==> src/mbsa_map.svh <==
`ifndef MBSA_MAP_SVH
`define MBSA_MAP_SVH
`define MBSA_MCFG_BASE    12'h000
`define MBSA_SCFG_BASE    12'h040
`define MBSA_PRS_BASE     12'h080
`define MBSA_MRCR_ADDR    12'h100
`define MBSA_UNDEFINED_LENGTH_BURST_SPLIT_LSB     0
`define MBSA_SLOT_LSB     0
`define MBSA_DEFT_LSB     16
`define MBSA_FIXM_LSB     18
`define MBSA_ARBITRATION_TYPE_LSB     24
`define MBSA_MCFG_RESET   32'h00000000
`define MBSA_SCFG_RESET   32'h00000010
`define MBSA_PRS_RESET    32'h00000000
`define MBSA_MRCR_RESET   32'h00000000
`define MBSA_MCFG_MASK    32'h00000007
`define MBSA_SCFG_MASK    32'h031f00ff
`define MBSA_PRS_MASK     32'h00333333
`define MBSA_MRCR_MASK    32'h00000003
`endif

==> src/mbsa_pkg.sv <==
package mbsa_pkg;
   typedef enum logic [1:0] {
      MBSA_IDLE  = 2'b00,
      MBSA_OWNED = 2'b01,
      MBSA_PARK  = 2'b11
   } mbsa_state_e;
   typedef struct packed {
      logic [5:0] req;
      logic [5:0] single;
      logic [5:0] incr;
      logic [5:0] last;
      logic [5:0] beat;
   } mbsa_req_s;
   typedef struct packed {
      logic       valid;
      logic [2:0] master;
   } mbsa_grant_s;
endpackage

==> src/mbsa_arbiter.sv <==
// The AHB-Lite register port and the address map are this design's own decisions.
`timescale 1ns/1ps
`include "mbsa_map.svh"
module mbsa_arbiter #(
   parameter int NM = 6,
   parameter int NS = 5,
   parameter logic [NM-1:0] CONNECTED = 6'h3f
) (
   input  wire logic                    clk,
   input  wire logic                    reset,
   input  wire logic                    hsel,
   input  wire logic [31:0]             haddr,
   input  wire logic [1:0]              htrans,
   input  wire logic                    hwrite,
   input  wire logic [2:0]              hsize,
   input  wire logic [31:0]             hwdata,
   input  wire logic                    hready,
   output logic [31:0]                  hrdata,
   output logic                         hreadyout,
   output logic                         hresp,
   input  wire mbsa_pkg::mbsa_req_s     slaveReq [NS],
   output mbsa_pkg::mbsa_grant_s        slaveGrant [NS],
   output logic [NM-1:0]                burstEnd [NS],
   output logic [1:0]                   remapEnable
);
   import mbsa_pkg::*;

   logic [31:0] mcfg_r [NM];
   logic [31:0] scfg_r [NS];
   logic [31:0] prs_r  [NS];
   logic [31:0] mrcr_r;
   logic        wrPend_r;
   logic [11:0] wrAddr_r;
   logic [31:0] rdNxt;

   wire accessOk = hsel && hready && htrans[1];
   wire [11:0] aOff = {haddr[11:2], 2'b00};

   // registers are zero-wait: write data is taken in the data phase
   always_ff @(posedge clk) begin
      if (reset) begin
         wrPend_r  <= 1'b0;
         wrAddr_r  <= 12'h000;
         hrdata    <= 32'h00000000;
         hreadyout <= 1'b1;
         hresp     <= 1'b0;
      end else begin
         wrPend_r <= accessOk && hwrite;
         wrAddr_r <= aOff;
         if (accessOk && !hwrite)
            hrdata <= rdNxt;
      end
   end

   // read mux: unmapped words read zero with an okay response
   always_comb begin
      rdNxt = 32'h00000000;
      for (int i = 0; i < NM; i++)
         if (aOff == `MBSA_MCFG_BASE + 12'(4*i))
            rdNxt = mcfg_r[i];
      for (int i = 0; i < NS; i++) begin
         if (aOff == `MBSA_SCFG_BASE + 12'(4*i))
            rdNxt = scfg_r[i];
         if (aOff == `MBSA_PRS_BASE + 12'(8*i))
            rdNxt = prs_r[i];
      end
      if (aOff == `MBSA_MRCR_ADDR)
         rdNxt = mrcr_r;
   end

   always_ff @(posedge clk) begin
      if (reset)
         mrcr_r <= `MBSA_MRCR_RESET;
      else if (wrPend_r && wrAddr_r == `MBSA_MRCR_ADDR)
         mrcr_r <= hwdata & `MBSA_MRCR_MASK;
   end

   always_ff @(posedge clk) begin
      if (reset)
         remapEnable <= 2'b00;
      else
         remapEnable <= mrcr_r[1:0];
   end

   genvar gm;
   generate
      for (gm = 0; gm < NM; gm++) begin : gMcfg
         always_ff @(posedge clk) begin
            if (reset)
               mcfg_r[gm] <= `MBSA_MCFG_RESET;
            else if (wrPend_r && wrAddr_r == `MBSA_MCFG_BASE + 12'(4*gm))
               mcfg_r[gm] <= hwdata & `MBSA_MCFG_MASK;
         end
      end
   endgenerate

   genvar gs;
   generate
      for (gs = 0; gs < NS; gs++) begin : gSlave
         mbsa_state_e    st_r;
         logic [2:0]     own_r;
         logic [2:0]     last_r;
         logic [7:0]     slot_r;
         logic [4:0]     beats_r;
         logic [NM-1:0]  pend;
         logic [NM-1:0]  predEnd;
         logic [2:0]     rrPick;
         logic [2:0]     fpPick;
         logic           anyReq;
         logic           rearb;
         logic [2:0]     pick;
         logic [4:0]     chunk;
         wire [1:0] defType = scfg_r[gs][`MBSA_DEFT_LSB +: 2];
         wire [2:0] fixM    = scfg_r[gs][`MBSA_FIXM_LSB +: 3];
         wire [1:0] arbType = scfg_r[gs][`MBSA_ARBITRATION_TYPE_LSB +: 2];
         wire [7:0] slotMax = scfg_r[gs][`MBSA_SLOT_LSB +: 8];
         wire [2:0] undefined_length_burst_split    = mcfg_r[own_r][`MBSA_UNDEFINED_LENGTH_BURST_SPLIT_LSB +: 3];
         wire       owned   = (st_r == MBSA_OWNED);

         always_ff @(posedge clk) begin
            if (reset)
               scfg_r[gs] <= `MBSA_SCFG_RESET;
            else if (wrPend_r && wrAddr_r == `MBSA_SCFG_BASE + 12'(4*gs))
               scfg_r[gs] <= hwdata & `MBSA_SCFG_MASK;
         end
         always_ff @(posedge clk) begin
            if (reset)
               prs_r[gs] <= `MBSA_PRS_RESET;
            else if (wrPend_r && wrAddr_r == `MBSA_PRS_BASE + 12'(8*gs))
               prs_r[gs] <= hwdata & `MBSA_PRS_MASK;
         end

         assign pend = slaveReq[gs].req & CONNECTED;
         assign anyReq = |pend;

         // chunk length per split code; 0 means never split
         always_comb begin
            case (undefined_length_burst_split)
               3'd1:    chunk = 5'd1;
               3'd2:    chunk = 5'd4;
               3'd3:    chunk = 5'd8;
               3'd4:    chunk = 5'd16;
               default: chunk = 5'd0;
            endcase
         end

         always_comb begin
            predEnd = '0;
            if (owned && slaveReq[gs].incr[own_r] && chunk != 5'd0 &&
                slaveReq[gs].beat[own_r] && beats_r + 5'd1 == chunk)
               predEnd[own_r] = 1'b1;
         end

         // rotation starts after the last owner; from reset that is NM-1, so master 0 comes first
         always_comb begin
            rrPick = 3'd0;
            for (int k = NM; k >= 1; k--) begin
               int idx;
               idx = (int'(last_r) + k) % NM;
               if (pend[idx])
                  rrPick = 3'(idx);
            end
         end

         // ties go to the later index since >= keeps replacing
         always_comb begin
            logic [1:0] best;
            best = 2'd0;
            fpPick = 3'd0;
            for (int k = 0; k < NM; k++)
               if (pend[k] && prs_r[gs][4*k +: 2] >= best) begin
                  best = prs_r[gs][4*k +: 2];
                  fpPick = 3'(k);
               end
         end

         assign pick = (arbType == 2'd1) ? fpPick : rrPick;

         // a zero slot count disables the limit
         assign rearb = !owned || !pend[own_r] ||
            slaveReq[gs].single[own_r] || slaveReq[gs].last[own_r] ||
            (|predEnd) ||
            (slotMax != 8'd0 && slot_r == 8'd0 &&
             slaveReq[gs].beat[own_r]);

         always_ff @(posedge clk) begin
            if (reset) begin
               st_r    <= MBSA_IDLE;
               own_r   <= 3'd0;
               last_r  <= 3'(NM - 1);
               slot_r  <= 8'd0;
               beats_r <= 5'd0;
            end else if (rearb && anyReq) begin
               st_r    <= MBSA_OWNED;
               own_r   <= pick;
               last_r  <= pick;
               slot_r  <= slotMax;
               beats_r <= 5'd0;
            end else if (rearb) begin
               case (defType)
                  2'd1: begin
                     st_r <= owned ? MBSA_PARK : st_r;
                  end
                  2'd2: begin
                     if (fixM < 3'(NM) && CONNECTED[fixM]) begin
                        st_r  <= MBSA_PARK;
                        own_r <= fixM;
                     end else
                        st_r <= MBSA_IDLE;
                  end
                  default: st_r <= MBSA_IDLE;
               endcase
               beats_r <= 5'd0;
            end else begin
               if (slot_r != 8'd0)
                  slot_r <= slot_r - 8'd1;
               if (slaveReq[gs].beat[own_r])
                  beats_r <= beats_r + 5'd1;
            end
         end

         // parked owner shows as granted so its first beat has no wait
         always_ff @(posedge clk) begin
            if (reset) begin
               slaveGrant[gs] <= '0;
               burstEnd[gs]   <= '0;
            end else begin
               slaveGrant[gs].valid  <= (st_r != MBSA_IDLE);
               slaveGrant[gs].master <= own_r;
               burstEnd[gs]          <= predEnd;
            end
         end
      end
   endgenerate
endmodule // mbsa_arbiter

==> config.mk <==
export PLATFORM = sky130hd
export DESIGN_NAME = mbsa_arbiter
export DESIGN_NICKNAME = d
export VERILOG_FILES = /design/src/mbsa_pkg.sv /design/src/mbsa_arbiter.sv
export VERILOG_INCLUDE_DIRS = /design/src
export SDC_FILE = /design/constraint.sdc
export NUM_CORES = 1
export LEC_CHECK = 0
export ABC_AREA = 1
export ABC_CLOCK_PERIOD_IN_PS = 6850
export BUFFER_PORTS_ARGS = -buffer_cell sky130_fd_sc_hd__buf_2
export CORE_MARGIN = 5
export CORE_UTILIZATION = 25
export CTS_BUF_LIST = sky130_fd_sc_hd__clkbuf_4
export CTS_CLUSTER_DIAMETER = 60
export DETAILED_ROUTE_END_ITERATION = 7
export PLACE_DENSITY_LB_ADDON = 0.12
export SLEW_MARGIN = 20
export SYNTH_ARGS = -nofsm -noshare
export SYNTH_HDL_FRONTEND = slang
export SYNTH_SLANG_ARGS = --single-unit
==> constraint.sdc <==
create_clock -name clk -period 6.85 [get_ports clk]
set_input_delay 1.37 -clock clk [delete_from_list [all_inputs] [get_ports clk]]
set_output_delay 1.37 -clock clk [all_outputs]
set_load 0.005 [all_outputs]
==> qor.csv <==
metric,value,unit
Final period util,0.8130,
clock skew,0.07742,ns
CP endpoint kind,register,
CP startpoint kind,primary input,
Ports,310,
WP data arrival,6.39,ns
Post-CTS Setup Bufs,0,
Max-cap violations,0,
critical path class,in2reg,
CTS tree,built,
vias in the first global route,22860,
PortBufs,257,
first-pass GRT wire length,138800,um
worst endpoint required time,7.67,ns
grt ovf,0,
P_leak,12.92,nW
Hold Crit Start,gSlave[0].st_r[0],
Area contributors post-synth,"edfxtp_1, dfxtp_1, nand2_1",
asr flop ratio synth,0,
total net switching power,4.990,mW
DR vias,23810,
Synth cell types,64,
Hold Crit Class,reg2reg,
# fillers,10600,
H-tree levels,3,
CP max FO,6,
ratio of cells with drive above 1 in the final layout,0.1329,
Post-Syn Area,23830,sq um
ANT nets after route,0,
relative slew slack,0.2441,
pin count of the biggest net entering global routing,48,
die width,318.7,um
register area share after synthesis,0.3650,
gr usage total,0.1754,
Slew @ Worst Pin,1.127,ns
ys flop type,dfxtp_1,
Worst VDD drop,0.0002088,V
Placer Congestion,0.8908,
clk_lat worst skew,0.96,ns
clk sinks,358,
Initial Util,0.2512,
register bit total from synthesis,358,
internal power,5.291,mW
HPWL after DPL,72690,um
Final min period,5.569,ns
syn_area_per_cell,6.911,sq um
status,finished clean,
core area,94870,sq um
TritonCTS buffer count,109,
Fmax,179.6,MHz
die area,101600,sq um
Residual DRC,0,
Post-CTS Hold Fix Bufs,0,
sequential power share,0.279,
worst setup path start,slaveReq[24],
drt pass-1 iters,5,
final count of hold timing violations,0,
post-synth top area share,0.1928,
"EDFF count, synth",153,
Pwr Total,10.28,mW
post-route cell area,27800,sq um
root buf cell,clkbuf_4,
clock buffer depth,3,
YS warnings,0,
TNS Setup,0,ns
clock share of power,0.210,
vias per cell,4.662,
"CTS clk-pin slew, worst paths",0.06,ns
RSZ-0062 raised after global routing,no,
Yosys top cell by area,edfxtp_1,
max-slew violations,0,
"Setup violations, final",0,
Area Overhead vs Synth,16.66,%
Net Sw Frac,0.4853,
initial DRC count,1843,
Critical Path Most Common Cell,nand2_1,
Final Net Count,4086,
WL final,92980,um
WL/cell,18.20,um
site row count,113,
FF-to-FF Start,prs_r[2][0],
Die Ht,318.7,um
CP max stage delay,0.31,ns
Gate Count Post-Synth,3448,
"Cell Area, Placed",26360,sq um
initial antenna violation count,7,
"Slowest-stage cell, CP",a31oi_1,
Post-CTS Resized,0,
Comb pwr share,0.511,
pwr dens,369.8,nW/um^2
[metal layers]
layer	track usage	share of wire	up-vias	routed length (um)
li1	-	-	12060	-
met2	0.2801	0.44	584	41370
met5	0	0.00014	-	13
met4	0.04449	0.022	2	2065
met1	0.2483	0.48	11020	44900
met3	0.02803	0.050	146	4633
[final cells by class]
cell class | count | area [sq um] | share of cell area
Clock buffer | 159 | 1194 | 0.04294
Multi-Input combinational cell | 2499 | 12810 | 0.4606
Tap cell | 1265 | 1583 | 0.05693
Inverter | 511 | 1922 | 0.06913
Clock inverter | 44 | 226.5 | 0.008146
Timing Repair Buffer | 266 | 1356 | 0.04879
Sequential cell | 358 | 8698 | 0.3129
Antenna cell | 6 | 15.01 | 0.0005401
[registers in the layout, summed over array words and instances (netlist names), 18 cells and up, named ones only]
register and count:
burstEnd 30, gSlave.beats_r 25, gSlave.slot_r 40, hrdata 20, slaveGrant 20, prs_r 60
scfg_r 75, mcfg_r 18
[metrics by stage]
step	hold WS, ns	instances	util	worst slack [ns]
floorplan	0.4160	3460	-	1.217
global placement	0.4559	4898	0.2778	0.4091
detailed placement	0.4566	4898	0.2778	0.3596
CTS	0.4281	5101	0.2928	1.368
global route	0.4813	5107	0.2930	0.6336
finish	0.4494	5108	0.2930	1.281
[cell usage in the layout (no fill, tap or decap), types with 58 or more instances in the layout]
cell type    n
ha_1       117
edfxtp_1   153
nand2_1    820
nand3_1    258
inv_1      484
a21oi_1    169
nor2_1     430
buf_2      256
dfxtp_1    205
clkbuf_4   159
o21ai_0    240
nand4_1     58
[final timing paths]
check / endpoint / cells past startpoint / slack, ns
worst max-delay path: register / 34 / 1.28
worst min-delay path: slaveGrant[19] / 2 / 0.45
worst max register to register: register / 34 / 1.41
worst min register to register: slaveGrant[19] / 2 / 0.45
[synthesized netlist by cell type (14+ instances only)]
library cell,number
nand2_1,820
inv_1,485
nor2_1,430
nand3_1,258
o21ai_0,240
dfxtp_1,205
a21oi_1,169
edfxtp_1,153
ha_1,117
nand4_1,58
nor3_1,55
clkbuf_1,53
o211ai_1,47
xor2_1,40
o21ai_1,22
buf_4,21
a31oi_1,18
o21a_1,17
a211oi_1,16
o22ai_1,15
inv_2,14
nor2_2,14
[cells by family (layout without fill, tap and decap cells)]
logic type | count (synthesis) | in the layout | synth area share
AOI/OAI and AO/OA | 619 | 619 | 0.1521
muxes | 1 | 1 | 0.0004201
and+or+nand+nor | 1698 | 1698 | 0.3027
DFF | 358 | 358 | 0.3650
adders and majority gates | 117 | 117 | 0.06143
other | 2 | 20 | 0.0003151
xor gates and xnor gates | 50 | 50 | 0.01838
buffers and inverters | 603 | 980 | 0.09971
[power groups by stage]
| stage | registers [mW] | logic [mW] | clock network (mW) |
|---|---|---|---|
| final | 2.87 | 5.25 | 2.16 |
| after CTS | 2.87 | 5.30 | 2.25 |
| after global routing | 2.91 | 6.15 | 2.37 |
| after detailed placement | 2.91 | 5.27 | 0 |
| after global placement | 2.92 | 5.28 | 0 |
| after floorplan | 2.68 | 4.09 | 0 |
[worst max-delay path: cells and delay by family]
kind                     cells  cell delay, ns
AO/OA/AOI/OAI               12            2.10
AND/OR/NAND/NOR             15            1.29
buffers and inverters        2            0.26
adder cells (fa/ha/maj)      5            1.34
(Power assumes the default switching activity.)
